$ cat config.mk
export PLATFORM = sky130hd
export DESIGN_NAME = gripper_device_flat
export DESIGN_NICKNAME = d
export VERILOG_FILES = /design/src/pkg/gripper_pkg.sv /design/src/pkg/gripper_if.sv /design/src/rtl/gripper_device.sv /design/src/rtl/jaw_window_check.sv /design/src/flat_wrapper.sv
export VERILOG_INCLUDE_DIRS = /design/src /design/src/pkg
export SDC_FILE = /design/constraint.sdc
export NUM_CORES = 1
export LEC_CHECK = 0
export BUFFER_PORTS_ARGS = -buffer_cell sky130_fd_sc_hd__clkbuf_2
export CAP_MARGIN = 20
export CORE_ASPECT_RATIO = 0.75
export CORE_MARGIN = 5
export CORE_UTILIZATION = 40
export CTS_CLUSTER_DIAMETER = 30
export DETAILED_ROUTE_END_ITERATION = 8
export PLACE_DENSITY = 0.64
export SYNTH_ARGS = -nofsm -noshare
export SYNTH_HDL_FRONTEND = slang
export SYNTH_HIERARCHICAL = 1
export SYNTH_SLANG_ARGS = --single-unit
$ cat constraint.sdc
create_clock -name sys_clk_i -period 4.1 [get_ports sys_clk_i]
set_input_delay 0 -clock sys_clk_i [delete_from_list [all_inputs] [get_ports sys_clk_i]]
set_output_delay 0 -clock sys_clk_i [all_outputs]
set_load 0.05 [all_outputs]
$ cat src/pkg/gripper_map.svh
// register fields, mode codes and timing constants of the gripper process-data block
`ifndef GRIPPER_MAP_SVH
`define GRIPPER_MAP_SVH
`define ST_REF_OK 0
`define ST_MOTOR 1
`define ST_IN_MOTION 2
`define ST_DONE 3
`define ST_PLC_ACTIVE 6
`define ST_AT_OUTER 8
`define ST_AT_TAUGHT 9
`define ST_AT_INNER 10
`define ST_NO_WINDOW 11
`define ST_XFER_ACK 12
`define ST_DIR_OUTER 13
`define ST_DIR_INNER 14
`define ST_ERROR 15
`define CMD_XFER 16'h0001
`define CMD_IDLE 16'h0000
`define MODE_MOTOR_ON 8'h03
`define MODE_HOME_OUT 8'h0A
`define MODE_HOME_IN 8'h0E
`define MODE_HOME_EXT_OUT 8'h10
`define MODE_HOME_EXT_IN 8'h11
`define FAULT_NONE 16'h0000
`define FAULT_BAD_MODE 16'h0101
`define FAULT_BAD_BASE 16'h0102
`define FAULT_HOME_GRIPPED 16'h0103
`define MIN_EXT_BASE 16'h004B
`define POS_ZERO 16'h0000
`define BOOT_CYCLES 16
`define STEP_CYCLES 4
// controller-side user register addresses
`define CR_MODE 4'h0
`define CR_BASE 4'h1
`define CR_WORK 4'h2
`define CR_TEACH 4'h3
`define CR_TOL 4'h4
`define CR_SPEED 4'h5
`define CR_GO 4'h6
`define CR_STATUS 4'h8
`define CR_FAULT 4'h9
`define CR_POS 4'hA
`define CR_CTRL 4'hB
`define CTRL_GO_BIT 0
`define CTRL_BUSY_BIT 1
`endif

$ cat src/pkg/gripper_pkg.sv
// shared types of the gripper process-data block
package gripper_pkg;
  typedef logic [15:0] word_t;
  typedef enum logic [2:0] {
    DV_BOOT = 3'b000,
    DV_IDLE = 3'b001,
    DV_HOME_RUN = 3'b011,
    DV_ACK = 3'b010,
    DV_WAIT_CLR = 3'b110
  } dev_state_e;
  typedef enum logic [1:0] {
    HS_IDLE = 2'b00,
    HS_SEND = 2'b01,
    HS_CLEAR = 2'b11
  } host_state_e;
endpackage

$ cat src/pkg/gripper_if.sv
// cyclic process-data link between controller and gripper
`timescale 1ns/1ps
`default_nettype none
interface gripper_if;
  import gripper_pkg::*;
  word_t host_command_word;
  logic [7:0] operating_profile_code;
  word_t outer_limit_setpoint;
  word_t inner_limit_setpoint;
  word_t taught_target_setpoint;
  logic [7:0] window_half_width;
  logic [7:0] speed_percent_setpoint;
  word_t status_flags_word;
  word_t fault_code_word;
  word_t jaw_position_word;
  modport gripper(input host_command_word, operating_profile_code, outer_limit_setpoint,
    inner_limit_setpoint, taught_target_setpoint, window_half_width, speed_percent_setpoint,
    output status_flags_word, fault_code_word, jaw_position_word);
  modport controller(output host_command_word, operating_profile_code, outer_limit_setpoint,
    inner_limit_setpoint, taught_target_setpoint, window_half_width, speed_percent_setpoint,
    input status_flags_word, fault_code_word, jaw_position_word);
endinterface
`default_nettype wire

$ cat src/rtl/gripper_device.sv
// gripper end: status word, fault code, jaw position and homing command decode
// Function
// - no window matched sets bit 11
// - bit 12 after latching on command 1
// - bit 13 last move toward outer
// - bit 14 last move toward inner
// - bit 15 on fault, code identifies it
// - fault code word always reported, 16 bit
// - jaw position word in 0.01 mm
// - modes 10,14,16,17 select homing runs
// - no external homing on safety-jaw variants
// - controller never homes while gripped
// - mode 10 outward to stop, zero, motor on
// - mode 14 same run, inward
// - mode 10 accepted with motor on or off
// - mode 3 first, it energises motor; this gripper energises the motor itself at the start of every homing run
// - mode 16 loads outer setpoint at stop
// - controller supplies outer setpoint at least 75
// - after mode 16 motor off, mode 3 needed; this gripper energises the motor itself when a mode 16 or 17 run starts
// - fault code zero after special homing
// - controller should lower speed before special homing
// - bit 1 while motor energised
// - bit 0 when reference valid
//
// Design decisions made here: the placing of the registers and the address-and-strobe port.
`timescale 1ns/1ps
`default_nettype none
`include "gripper_map.svh"
module gripper_device
  import gripper_pkg::*;
#(
  parameter int BOOT_CYC = `BOOT_CYCLES,
  parameter int STEP_CYC = `STEP_CYCLES,
  parameter bit SAFETY_JAWS = 1'b0
) (
  // clock and reset
  input wire logic sys_clk_i,
  input wire logic rst_n_i,
  input wire logic clk_en_i,
  // link
  gripper_if.gripper link,
  // mechanics
  input wire logic jaw_at_stop_i,
  input wire logic gripped_i,
  input wire logic drive_fault_i,
  input wire logic [15:0] drive_fault_code_i,
  // drive outputs
  output logic motor_on_o,
  output logic move_outer_o,
  output logic move_inner_o
);
  dev_state_e state_q, state_d;
  word_t pos_q, pos_d, fault_q, fault_d, base_q, base_d;
  logic [7:0] mode_q, mode_d;
  logic motor_q, motor_d, ref_q, ref_d, dir_out_q, dir_out_d, dir_in_q, dir_in_d;
  logic ack_q, ack_d, done_q, done_d;
  logic [15:0] cnt_q, cnt_d;
  logic stop_s1_q, stop_s2_q, flt_s1_q, flt_s2_q, grp_s1_q, grp_s2_q;
  word_t code_s1_q, code_s2_q;
  logic at_outer, at_inner, at_taught, no_window, cmd_go;

  // pins come from the mechanics, outside this clock domain
  always_ff @(posedge sys_clk_i or negedge rst_n_i) begin
    if (!rst_n_i) begin
      stop_s1_q <= 1'b0;
      stop_s2_q <= 1'b0;
      flt_s1_q <= 1'b0;
      flt_s2_q <= 1'b0;
      grp_s1_q <= 1'b0;
      grp_s2_q <= 1'b0;
      code_s1_q <= 16'h0000;
      code_s2_q <= 16'h0000;
    end else if (clk_en_i) begin
      stop_s1_q <= jaw_at_stop_i;
      stop_s2_q <= stop_s1_q;
      flt_s1_q <= drive_fault_i;
      flt_s2_q <= flt_s1_q;
      grp_s1_q <= gripped_i;
      grp_s2_q <= grp_s1_q;
      // the code travels beside its flag so both arrive on the same cycle
      code_s1_q <= drive_fault_code_i;
      code_s2_q <= code_s1_q;
    end
  end

  jaw_window_check u_outer (.position_i(pos_q), .setpoint_i(link.outer_limit_setpoint),
    .half_width_i(link.window_half_width), .inside_o(at_outer));
  jaw_window_check u_inner (.position_i(pos_q), .setpoint_i(link.inner_limit_setpoint),
    .half_width_i(link.window_half_width), .inside_o(at_inner));
  jaw_window_check u_taught (.position_i(pos_q), .setpoint_i(link.taught_target_setpoint),
    .half_width_i(link.window_half_width), .inside_o(at_taught));

  assign no_window = !(at_outer || at_taught || at_inner);
  assign cmd_go = (link.host_command_word == `CMD_XFER);

  always_comb begin
    state_d = state_q;
    pos_d = pos_q;
    fault_d = fault_q;
    base_d = base_q;
    mode_d = mode_q;
    motor_d = motor_q;
    ref_d = ref_q;
    dir_out_d = dir_out_q;
    dir_in_d = dir_in_q;
    ack_d = ack_q;
    done_d = done_q;
    cnt_d = cnt_q;
    // a drive fault wins over any clear on the same cycle
    if (flt_s2_q) begin
      fault_d = code_s2_q;
    end
    unique case (state_q)
      DV_BOOT: begin
        if (cnt_q == 16'(BOOT_CYC - 1)) begin
          state_d = DV_IDLE;
          cnt_d = 16'h0000;
        end else begin
          cnt_d = cnt_q + 16'h0001;
        end
      end
      DV_IDLE: begin
        if (cmd_go) begin
          mode_d = link.operating_profile_code;
          base_d = link.outer_limit_setpoint;
          done_d = 1'b0;
          state_d = DV_ACK;
          unique case (link.operating_profile_code)
            `MODE_MOTOR_ON: motor_d = 1'b1;
            `MODE_HOME_OUT, `MODE_HOME_IN, `MODE_HOME_EXT_OUT, `MODE_HOME_EXT_IN: begin
              if (grp_s2_q) begin
                fault_d = `FAULT_HOME_GRIPPED;
              end else if (SAFETY_JAWS && (link.operating_profile_code == `MODE_HOME_EXT_OUT ||
                  link.operating_profile_code == `MODE_HOME_EXT_IN)) begin
                fault_d = `FAULT_BAD_MODE;
              end else if (link.operating_profile_code == `MODE_HOME_EXT_OUT &&
                  link.outer_limit_setpoint < `MIN_EXT_BASE) begin
                fault_d = `FAULT_BAD_BASE;
              end else begin
                // mode 10 and 14 energise themselves whatever the motor was doing
                motor_d = 1'b1;
                ref_d = 1'b0;
                dir_out_d = (link.operating_profile_code == `MODE_HOME_OUT ||
                  link.operating_profile_code == `MODE_HOME_EXT_OUT);
                dir_in_d = !dir_out_d;
                state_d = DV_HOME_RUN;
              end
            end
            default: ;
          endcase
          if (state_d == DV_ACK) begin
            ack_d = 1'b1;
          end
        end
      end
      DV_HOME_RUN: begin
        // slow run: position steps one count each STEP_CYC cycles until the stop is felt
        if (stop_s2_q) begin
          ref_d = 1'b1;
          done_d = 1'b1;
          if (mode_q == `MODE_HOME_OUT || mode_q == `MODE_HOME_IN) begin
            pos_d = `POS_ZERO;
          end else begin
            pos_d = base_q;
            motor_d = 1'b0;
            if (!flt_s2_q) begin
              fault_d = `FAULT_NONE;
            end
          end
          ack_d = 1'b1;
          state_d = DV_ACK;
        end else if (cnt_q == 16'(STEP_CYC - 1)) begin
          cnt_d = 16'h0000;
          pos_d = dir_in_q ? pos_q + 16'h0001 : pos_q - 16'h0001;
        end else begin
          cnt_d = cnt_q + 16'h0001;
        end
      end
      DV_ACK: begin
        if (!cmd_go) begin
          ack_d = 1'b0;
          state_d = DV_IDLE;
        end else begin
          state_d = DV_WAIT_CLR;
        end
      end
      DV_WAIT_CLR: begin
        if (!cmd_go) begin
          ack_d = 1'b0;
          state_d = DV_IDLE;
        end
      end
      default: state_d = DV_BOOT;
    endcase
  end

  always_ff @(posedge sys_clk_i or negedge rst_n_i) begin
    if (!rst_n_i) begin
      state_q <= DV_BOOT;
      pos_q <= `POS_ZERO;
      fault_q <= `FAULT_NONE;
      base_q <= `POS_ZERO;
      mode_q <= 8'h00;
      motor_q <= 1'b0;
      ref_q <= 1'b0;
      dir_out_q <= 1'b0;
      dir_in_q <= 1'b0;
      ack_q <= 1'b0;
      done_q <= 1'b0;
      cnt_q <= 16'h0000;
    end else if (clk_en_i) begin
      state_q <= state_d;
      pos_q <= pos_d;
      fault_q <= fault_d;
      base_q <= base_d;
      mode_q <= mode_d;
      motor_q <= motor_d;
      ref_q <= ref_d;
      dir_out_q <= dir_out_d;
      dir_in_q <= dir_in_d;
      ack_q <= ack_d;
      done_q <= done_d;
      cnt_q <= cnt_d;
    end
  end

  always_comb begin
    link.status_flags_word = 16'h0000;
    link.status_flags_word[`ST_REF_OK] = ref_q;
    link.status_flags_word[`ST_MOTOR] = motor_q;
    link.status_flags_word[`ST_IN_MOTION] = (state_q == DV_HOME_RUN);
    link.status_flags_word[`ST_DONE] = done_q;
    link.status_flags_word[`ST_PLC_ACTIVE] = (state_q != DV_BOOT);
    link.status_flags_word[`ST_AT_OUTER] = at_outer;
    link.status_flags_word[`ST_AT_TAUGHT] = at_taught;
    link.status_flags_word[`ST_AT_INNER] = at_inner;
    link.status_flags_word[`ST_NO_WINDOW] = no_window;
    link.status_flags_word[`ST_XFER_ACK] = ack_q;
    link.status_flags_word[`ST_DIR_OUTER] = dir_out_q;
    link.status_flags_word[`ST_DIR_INNER] = dir_in_q;
    link.status_flags_word[`ST_ERROR] = (fault_q != `FAULT_NONE);
  end
  assign link.fault_code_word = fault_q;
  assign link.jaw_position_word = pos_q;
  assign motor_on_o = motor_q;
  assign move_outer_o = (state_q == DV_HOME_RUN) && dir_out_q;
  assign move_inner_o = (state_q == DV_HOME_RUN) && dir_in_q;
endmodule // gripper_device
`default_nettype wire

$ cat src/rtl/jaw_window_check.sv
// tolerance window compare of the jaw position against one setpoint
`timescale 1ns/1ps
`default_nettype none
module jaw_window_check
  import gripper_pkg::*;
(
  // compare operands
  input wire word_t position_i,
  input wire word_t setpoint_i,
  input wire logic [7:0] half_width_i,
  // result
  output logic inside_o
);
  logic [16:0] lo;
  logic [16:0] hi;
  always_comb begin
    lo = {1'b0, setpoint_i} - {9'h000, half_width_i};
    hi = {1'b0, setpoint_i} + {9'h000, half_width_i};
    // the low bound may go below zero; its borrow bit then means "no lower limit"
    inside_o = (lo[16] || {1'b0, position_i} >= lo) && ({1'b0, position_i} <= hi);
  end
endmodule // jaw_window_check
`default_nettype wire

$ cat src/flat_wrapper.sv
// flat-port wrapper written by rule: the top's interface ports become plain ports
module gripper_device_flat import gripper_pkg::*;
#(
  parameter int BOOT_CYC = `BOOT_CYCLES,
  parameter int STEP_CYC = `STEP_CYCLES,
  parameter bit SAFETY_JAWS = 1'b0
)
  (sys_clk_i, rst_n_i, clk_en_i, jaw_at_stop_i, gripped_i, drive_fault_i, drive_fault_code_i, motor_on_o, move_outer_o, move_inner_o, link_host_command_word, link_operating_profile_code, link_outer_limit_setpoint, link_inner_limit_setpoint, link_taught_target_setpoint, link_window_half_width, link_speed_percent_setpoint, link_status_flags_word, link_fault_code_word, link_jaw_position_word);
  gripper_if link_i ();
  input wire logic sys_clk_i;
  input wire logic rst_n_i;
  input wire logic clk_en_i;
  input wire logic jaw_at_stop_i;
  input wire logic gripped_i;
  input wire logic drive_fault_i;
  input wire logic [15:0] drive_fault_code_i;
  output logic motor_on_o;
  output logic move_outer_o;
  output logic move_inner_o;
  input wire logic [$bits(link_i.host_command_word)-1:0] link_host_command_word;
  input wire logic [$bits(link_i.operating_profile_code)-1:0] link_operating_profile_code;
  input wire logic [$bits(link_i.outer_limit_setpoint)-1:0] link_outer_limit_setpoint;
  input wire logic [$bits(link_i.inner_limit_setpoint)-1:0] link_inner_limit_setpoint;
  input wire logic [$bits(link_i.taught_target_setpoint)-1:0] link_taught_target_setpoint;
  input wire logic [$bits(link_i.window_half_width)-1:0] link_window_half_width;
  input wire logic [$bits(link_i.speed_percent_setpoint)-1:0] link_speed_percent_setpoint;
  output wire logic [$bits(link_i.status_flags_word)-1:0] link_status_flags_word;
  output wire logic [$bits(link_i.fault_code_word)-1:0] link_fault_code_word;
  output wire logic [$bits(link_i.jaw_position_word)-1:0] link_jaw_position_word;
  assign link_i.host_command_word = link_host_command_word;
  assign link_i.operating_profile_code = link_operating_profile_code;
  assign link_i.outer_limit_setpoint = link_outer_limit_setpoint;
  assign link_i.inner_limit_setpoint = link_inner_limit_setpoint;
  assign link_i.taught_target_setpoint = link_taught_target_setpoint;
  assign link_i.window_half_width = link_window_half_width;
  assign link_i.speed_percent_setpoint = link_speed_percent_setpoint;
  assign link_status_flags_word = link_i.status_flags_word;
  assign link_fault_code_word = link_i.fault_code_word;
  assign link_jaw_position_word = link_i.jaw_position_word;
  gripper_device #(.BOOT_CYC(BOOT_CYC), .STEP_CYC(STEP_CYC), .SAFETY_JAWS(SAFETY_JAWS)) u_core (.sys_clk_i(sys_clk_i), .rst_n_i(rst_n_i), .clk_en_i(clk_en_i), .link(link_i), .jaw_at_stop_i(jaw_at_stop_i), .gripped_i(gripped_i), .drive_fault_i(drive_fault_i), .drive_fault_code_i(drive_fault_code_i), .motor_on_o(motor_on_o), .move_outer_o(move_outer_o), .move_inner_o(move_inner_o));
endmodule
==> summary.md, run 1 <==
Final weighted congestion of routability-driven global placement: 0.857. The number of global-route vias before repair was 9610. Summing all flip-flop and latch instances after layout gives 2950 µm².

Fraction of layout cells with a size suffix above 1: 22.0%. For this run, design rule violations remaining after detail routing come to 0. The run gives 12400 µm² as the area of placed instances. The top cell types in the final layout, fill and taps aside, are sky130_fd_sc_hd__ha_1 (158), sky130_fd_sc_hd__clkbuf_2 (147), sky130_fd_sc_hd__dfrtp_1 (118). The number of input and output port buffers inserted was 149. The clock passes through at most 2 buffers. The first global-routing pass estimated 51200 µm of wire. The floorplan has 53 rows. Global routing finished with a remaining overflow of 0. Library cell used as clock root buffer: sky130_fd_sc_hd__clkbuf_16.

sky130_fd_sc_hd__dfrtp_1 takes more of the synthesized area than any other cell. The mapped netlist covers 11400 µm². The pin count of the biggest net entering global routing is 61, and the power density of the placed cells is 305 nW/µm². Cell count after placement: 1737. The flow ran to the end, and the final reports show no timing, DRC or antenna violations. The total negative setup slack is 0 ns. The maximum clock rate was 255 MHz; the area of the die was 32000 µm². Traced cell by cell, the critical path runs through dlygate4sd3_1 -> clkbuf_2 -> ha_1 -> inv_1 -> a311oi_2 -> o21ai_2 -> nand3_1 -> xor2_1 -> ha_1 -> nand2_1 -> o21ai_1 -> a2111oi_2 -> o21ai_1 -> o221a_1 -> o32a_1 -> nor3_1 -> buf_4. Setup violations remaining at the end of the flow were counted as 0. Power comes to 4.07 mW. The worst pin sits at a relative slew slack of 35.5%.

After the last flow step, the layout net total stands at 1685. Type of destination of the critical path: an output port. Counting flops with an async set or reset pin after synthesis yields a share of 100%. The average vias per placed instance was 5.49; the number of sinks handled by clock tree synthesis was 118. The path class of the tightest hold or removal check is in -> reg. The synthesized area per cell works out to 9.16 µm². Synthesis instantiated 90 different standard cells from the library. The clock reaches the later pin of the worst-skew pair after 0.42 ns. The placeable core region is 28100 µm², and the actual transition at the worst max-transition pin is 0.962 ns.

Counting flops with a built-in enable in the synthesized netlist gives 0. Fill cells in the final layout number 2661. The tools report the count of synthesis-stage warnings from yosys as 6. Cell with the largest stage delay on the worst path: sky130_fd_sc_hd__dlygate4sd3_1. The tool flagged a number of max-cap violations equal to 0. After synthesis the netlist holds a flip-flop and latch count of 118. Count of antenna-violating nets left after detailed routing: 0. For this design the top-level I/O count stands at 161.

Total iterations of the first detailed-routing run: 5. The tools report the final count of pins violating max slew as 0. In this design, the stage delay of the slowest critical-path cell is 0.54 ns. Summing all multi-input logic gate instances after layout gives 7810 µm². Data arrives at the worst endpoint at 3.92 ns. At the worst endpoint, the required time is 4.10 ns. The number of antenna violations at the first check in global routing came out at 2. After layout, the minimum clock period comes to 3.92 ns.

The tools report the largest clock skew in the final design as 0.00963 ns. The sequential element share of the synthesized area is 25.9%. Final count of hold timing violations: 0. Setup repair after global routing left no endpoint under its margin. The worst-case IR drop observed on VDD is 0.272 mV.

Synthesis produced a netlist whose cell count is 1245. The top-area cell type share of the netlist area is 25.9%, and the total global routing track utilization is 19.9%. The most instantiated flip-flop cell in the synthesis netlist is sky130_fd_sc_hd__dfrtp_1.

The post-route cell area is 13400 µm², and the initial core utilization is 40.6%. After the flow finishes, the layout carries non-filler instances totaling 1807. Wires add up to 32300 µm. The largest fanout of any net on the critical path works out to 5. The setup path with the least slack is of type in -> out.

The starting DRC count in detailed routing was 609; the average detailed-routed wire length per instance was 17.9 µm. The register clock-pin slew on the reported worst setup and hold paths is 0.05 ns. For the number of vias in the routed layout, the log shows 9915. Ratio of final minimum period to clock period: 95.5%. TritonCTS built the clock tree.

The die boundary height is 156 µm. The number of setup buffers added after CTS is 0. Counting the buffers created by CTS gives 17.

Leaving out fill and tap cells, the most frequent cell in the layout is sky130_fd_sc_hd__ha_1. Measured along the x axis, the die boundary spans 205 µm. By area the synthesized netlist is led by sky130_fd_sc_hd__dfrtp_1 (26%), sky130_fd_sc_hd__ha_1 (17%), sky130_fd_sc_hd__mux2_2 (5.8%), sky130_fd_sc_hd__xnor2_1 (4.1%), sky130_fd_sc_hd__a21oi_1 (3.8%). CTS built an H-tree with a depth of 4. Detailed placement ended at an HPWL of 24700 µm. Relative to the synthesized area, the layout overhead comes to 17.3%.

The analysis attributes to cell leakage a power of 6.27 nW. Kind of start point of the critical path: a primary input.
state kept, by name (all words and copies together), names as in the netlist, 3 cells and up:
register,count
u_core/base_q,16
u_core/cnt_q,16
u_core/code_s1_q,16
u_core/code_s2_q,16
u_core/link.fault_code_word,16
u_core/link.jaw_position_word,16
u_core/mode_q,7
u_core/state_q,3
metrics by stage:
step	hold WS, ns	setup slack, ns	utilization [%]
CTS	0.000246	0.0794	47.6
detailed placement	0.121	0.141	44.2
global route	0.0128	0.00372	47.7
global placement	0.110	0.199	44.2
floorplan	-0.296	0.726	-
finish	0.0210	0.185	47.7
metal layers:
layer | global-route usage (%) | routed length, µm | up-vias
li1 | - | - | 4881
met1 | 28.4 | 15700 | 4838
met2 | 31.8 | 15100 | 175
met3 | 3.12 | 1210 | 21
met4 | 4.46 | 315 | 0
met5 | 0 | 0 | -
synth_stat cells (13+ instances only):
| cell | number |
|---|---|
| sky130_fd_sc_hd__xor2_1 | 44 |
| sky130_fd_sc_hd__a31oi_1 | 13 |
| sky130_fd_sc_hd__ha_1 | 159 |
| sky130_fd_sc_hd__a22o_1 | 13 |
| sky130_fd_sc_hd__nand4_1 | 27 |
| sky130_fd_sc_hd__o21ai_0 | 43 |
| sky130_fd_sc_hd__a21o_1 | 19 |
| sky130_fd_sc_hd__nand2_1 | 86 |
| sky130_fd_sc_hd__dfrtp_1 | 118 |
| sky130_fd_sc_hd__nand3_1 | 33 |
| sky130_fd_sc_hd__nor4_1 | 24 |
| sky130_fd_sc_hd__clkbuf_1 | 22 |
| sky130_fd_sc_hd__a211oi_1 | 15 |
| sky130_fd_sc_hd__nor2_1 | 76 |
| sky130_fd_sc_hd__mux2_2 | 59 |
| sky130_fd_sc_hd__buf_4 | 22 |
| sky130_fd_sc_hd__a21oi_1 | 87 |
| sky130_fd_sc_hd__nor3_1 | 27 |
| sky130_fd_sc_hd__xnor2_1 | 54 |
| sky130_fd_sc_hd__o21ai_1 | 16 |
| sky130_fd_sc_hd__inv_1 | 76 |
power breakdown:
group | internal [mW] | switching (mW)
clock | 0.974 | 0.529
combinational | 0.451 | 0.711
sequential | 1.28 | 0.127
total | 2.71 | 1.37
logic make-up (layout without fill, tap and decap cells):
family | after synthesis | in the layout | synth area share [%]
and+or+nand+nor | 357 | 357 | 16.8
muxes | 64 | 64 | 6.31
adders and majority gates | 166 | 166 | 18.7
xor gates and xnor gates | 98 | 98 | 7.53
other | 1 | 5 | 0.0329
AOI/OAI and AO/OA | 304 | 304 | 19.1
DFF | 118 | 118 | 25.9
buffers and inverters | 137 | 310 | 5.66
timing repair:
item | CTS | global route
gates resized for setup | 0 | 4
hold buffers | 38 | 0
setup endpoints to repair | 0 | 1
endpoints found under the hold margin | 96 | 0
path summary, 6_finish.rpt:
check,start,end,slack (ns),depth (start not counted)
hold / removal,link_outer_limit_setpoint[14],u_core/base_q[14]$_DFFE_PN0P_,0.02,2
min in group asynchronous,rst_n_i,u_core/link.fault_code_word[13]$_DFFE_PN0P_,0.20,2
max in group asynchronous,rst_n_i,u_core/cnt_q[0]$_DFFE_PN0P_,2.96,3
setup reg to reg,u_core/dir_in_q$_DFFE_PN0P_,u_core/link.jaw_position_word[15]$_DFFE_PN0P_,0.76,8
hold reg to reg,u_core/cnt_q[15]$_DFFE_PN0P_,u_core/cnt_q[15]$_DFFE_PN0P_,0.48,1
setup / recovery,link_outer_limit_setpoint[6],link_status_flags_word[11],0.18,17
worst max-delay path: cells and delay by family:
kind / cells / cell delay (ns)
adders and majority gates: 2 / 0.69
xor gates and xnor gates: 1 / 0.17
buffers and inverters: 4 / 1.18
and+or+nand+nor: 3 / 0.44
AOI/OAI and AO/OA: 7 / 1.43
final cells by class:
type                    count  share of cell area, %
repair buffers            200                   9.19
diodes                      2                 0.0374
well taps                 385                   3.60
inverters                  80                   2.25
flip-flops and latches    118                   22.1
multi-input cells         992                   58.4
clock inverters            10                  0.973
clock buffers              20                   3.42
Power figures use the tool's default switching activity.
==> inputs of run 2 (changes only) <==
--- a/config.mk
+++ b/config.mk
@@ -14,6 +14,7 @@
 export CTS_CLUSTER_DIAMETER = 30
 export DETAILED_ROUTE_END_ITERATION = 8
 export PLACE_DENSITY = 0.64
+export RECOVER_POWER = 50
 export SYNTH_ARGS = -nofsm -noshare
 export SYNTH_HDL_FRONTEND = slang
 export SYNTH_HIERARCHICAL = 1
==> run 2 against run 1 <==
The flow now finishes with violations (max-capacitance violations, max-slew violations). Power is 0.29% lower. Die area is the same. Global-route usage is the same. Final cell count unchanged. Wire length grew 0.36%. Critical path depth is 1 lower. Count of clock-buffer cells in the layout stayed put. Clock skew increased by 0.00072 ns. First-iteration DRC count is 12% higher. Highest routed layer unchanged.
==> summary.md, run 2 (synthesis gave the netlist of run 1 again) <==
The flow ran to the end, but the final reports show violations. The checks that failed: max-capacitance violations, max-slew violations. The average vias per placed instance was 5.48 (-0.14%). The portion of total power attributed to the clock network came out at 37.0% (about the same). The net count of the finished layout came out at 1685 (unchanged). For the number of clock buffers inserted by TritonCTS, the log shows 17 (unchanged).

For the total iterations of the first detailed-routing run, the log shows 5 (unchanged). Post-route minimum period: 3.92 ns (+0.00507 ns). The number of sinks handled by clock tree synthesis is 118 (unchanged), and the final weighted congestion of routability-driven global placement is 0.857 (unchanged).

TritonCTS built the clock tree. The worst path required time is 4.10 ns (about the same). The run gives 0 (unchanged) as the count of endpoints failing setup in the final report.

In this run the worst hold path is classified as in -> reg. The final routed wirelength across all metal layers is 32400 µm (+0.36%), and the fraction of layout cells with a size suffix above 1 is 20.2% (-1.8 points). Number of maximum-capacitance violations: 2 (+2).

The maximum clock rate is 255 MHz (-0.13%). The tools report the count of antenna-violating nets left after detailed routing as 0 (unchanged). The signal arrival time at the worst endpoint was 3.92 ns (about the same); the worst ir drop on vdd was 0.272 mV (about the same). The run gives 0.180 ns (-0.00507 ns) as the setup slack after layout. The cell-internal power was 2.70 mW (-0.38%). For the final count of hold timing violations, the log shows 0 (unchanged). The run gives 0.42 ns (about the same) as the later-pin clock latency in the skew report. The total global routing track utilization was 19.9% (unchanged). Setup repair after global routing left no endpoint under its margin. The register clock-pin slew on the reported worst setup and hold paths came out at 0.05 ns (about the same). The tools report the part of the total power dissipated in combinational logic as 28.4% (about the same). The die boundary height was 156 µm (unchanged).

The number of filler instances in the final layout was 2674 (+0.49%). The switching share of total power was 33.6% (+0.058 points); the detailed-placement wirelength estimate was 24700 µm (unchanged). The logs give 9610 (unchanged) for the number of global-route vias before repair and 0 ns (unchanged) for the total negative setup slack.

Hold slack: 0.0120 ns (-0.00905 ns). The count of standard-cell rows was 53 (unchanged); the average detailed-routed wire length per instance was 18.0 µm (+0.36%). The tools report the total congestion overflow as 0 (unchanged).

Largest fanout of any net on the critical path: 4 (-1). The ratio of final minimum period to clock period came out at 95.6% (+0.12 points). The most congested layer reported by global routing is met2. The starting DRC count in detailed routing was 684 (+12%). The tools report the routing usage on met2 as 31.8% (unchanged). Pin count of the biggest net entering global routing: 61 (unchanged).

The number of remaining DRC errors was 0 (unchanged). In the layout the commonest cells are sky130_fd_sc_hd__ha_1 (158), sky130_fd_sc_hd__clkbuf_2 (125), sky130_fd_sc_hd__dfrtp_1 (118). The power density of the placed cells is 305 nW/µm² (about the same), and the number of antenna violations at the first check in global routing is 2 (unchanged).

The final count of pins violating max slew is 106 (+106). The root buffer cell chosen for the clock tree is sky130_fd_sc_hd__clkbuf_16. The tools report the leakage power figure as 6.19 nW (-1.3%). Leaving out fill and tap cells, the most frequent cell in the layout is sky130_fd_sc_hd__ha_1.

The net switching power was 1.37 mW (-0.12%); the number of vias in the routed layout was 9901 (-0.14%). The worst setup path is captured at an output port. The worst setup timing slack at the placement stage came out at 0.141 ns (unchanged). Relative to the synthesized area, the layout overhead comes to 16.9%. Area of the die: 32000 µm² (unchanged).

The relative slew slack was -113% (-150 points); the actual transition at the worst max-transition pin was 3.19 ns (+2.23 ns). The run gives 4 (unchanged) as the number of levels the H-tree was split into. The critical setup path kind was in -> out. Largest clock skew in the final design: 0.0103 ns (+0.000716 ns). The initial core utilization was 40.6% (unchanged). The die width is 205 µm (unchanged). The tools report the global-route met1 utilization as 28.4% (unchanged). Placeable core region: 28100 µm² (unchanged).

Global-route wire length before repair: 51200 µm (unchanged). The kind of start point of the critical path was a primary input. The total I/O pin count was 161 (unchanged). The run gives 34.7% (about the same) as the sequential share of power.

The number of input and output port buffers inserted was 149 (unchanged); the fraction of met3 tracks used by global routing was 3.12% (unchanged). For the worst-case clock buffer depth, the log shows 2 (unchanged).
## run 2: path summary, 6_finish.rpt
path | startpoint | end | slack (ns) | cells after the start
worst max-delay path | link_outer_limit_setpoint[6] | link_status_flags_word[11] | 0.18 | 16
worst min-delay path | link_outer_limit_setpoint[14] | u_core/base_q[14]$_DFFE_PN0P_ | 0.01 | 2
worst max register to register | u_core/dir_in_q$_DFFE_PN0P_ | u_core/link.jaw_position_word[15]$_DFFE_PN0P_ | 0.79 | 8
worst min register to register | u_core/cnt_q[15]$_DFFE_PN0P_ | u_core/cnt_q[15]$_DFFE_PN0P_ | 0.48 | 1
max in group asynchronous | rst_n_i | u_core/cnt_q[0]$_DFFE_PN0P_ | 0.76 | 3
min in group asynchronous | rst_n_i | u_core/link.fault_code_word[13]$_DFFE_PN0P_ | 1.18 | 2
## run 2: layer usage
| layer | vias up | routed length, µm |
|---|---|---|
| met2 | 199 | 15100 |
| met3 | 16 | 1320 |
| met1 | 4809 | 15700 |
| met4 | 0 | 246 |
| li1 | 4877 | - |
| met5 | - | 0 |
## run 2: what timing repair did
item | in CTS | in global routing
gates resized for setup | 0 | 4
buffers inserted | 0 | 0
hold buffers | 38 | 0
endpoints found under the hold margin | 96 | 0
setup endpoints to repair | 0 | 1
## run 2: cell type report
type | count | area [µm²] | area share, %
diodes | 2 | 5.00 | 0.0376
clock buffers | 20 | 457 | 3.43
clock inverters | 10 | 130 | 0.977
inverters | 80 | 300 | 2.25
multi-input cells | 992 | 7810 | 58.6
flip-flops and latches | 118 | 2950 | 22.2
well taps | 385 | 482 | 3.62
repair buffers | 200 | 1190 | 8.90
## run 2: metrics by stage
stage	cell area [µm²]	power [mW]	utilization, %	cells
final	13300	4.06	47.5	1807
after global routing	13300	4.27	47.5	1807
after CTS	13400	4.09	47.6	1805
after detailed placement	12400	2.54	44.2	1737
after global placement	12400	2.51	44.2	1737
after floorplan	11400	2.22	-	1247
## run 2: critical path, cell delays in order
cell and delay (ns):
sky130_fd_sc_hd__dlygate4sd3_1 0.54, sky130_fd_sc_hd__clkbuf_2 0.19, sky130_fd_sc_hd__ha_1 0.38, sky130_fd_sc_hd__o21ai_0 0.34
sky130_fd_sc_hd__a21oi_4 0.09, sky130_fd_sc_hd__nor4_2 0.18, sky130_fd_sc_hd__xnor2_1 0.17, sky130_fd_sc_hd__ha_1 0.28
sky130_fd_sc_hd__a21oi_1 0.15, sky130_fd_sc_hd__o21ai_1 0.10, sky130_fd_sc_hd__a2111oi_2 0.32, sky130_fd_sc_hd__o21ai_1 0.11
sky130_fd_sc_hd__o221a_1 0.26, sky130_fd_sc_hd__o32a_1 0.34, sky130_fd_sc_hd__nor3_1 0.24, sky130_fd_sc_hd__buf_4 0.24
## run 2: power by group through the flow
stage	Sequential, mW	Combinational (mW)	Clock, mW
2_1_floorplan	1.52	0.706	0
3_3_place_gp	1.42	1.09	0
3_5_place_dp	1.43	1.12	0
4_1_cts	1.41	1.15	1.52
5_1_grt	1.43	1.26	1.58
6_report	1.41	1.15	1.50
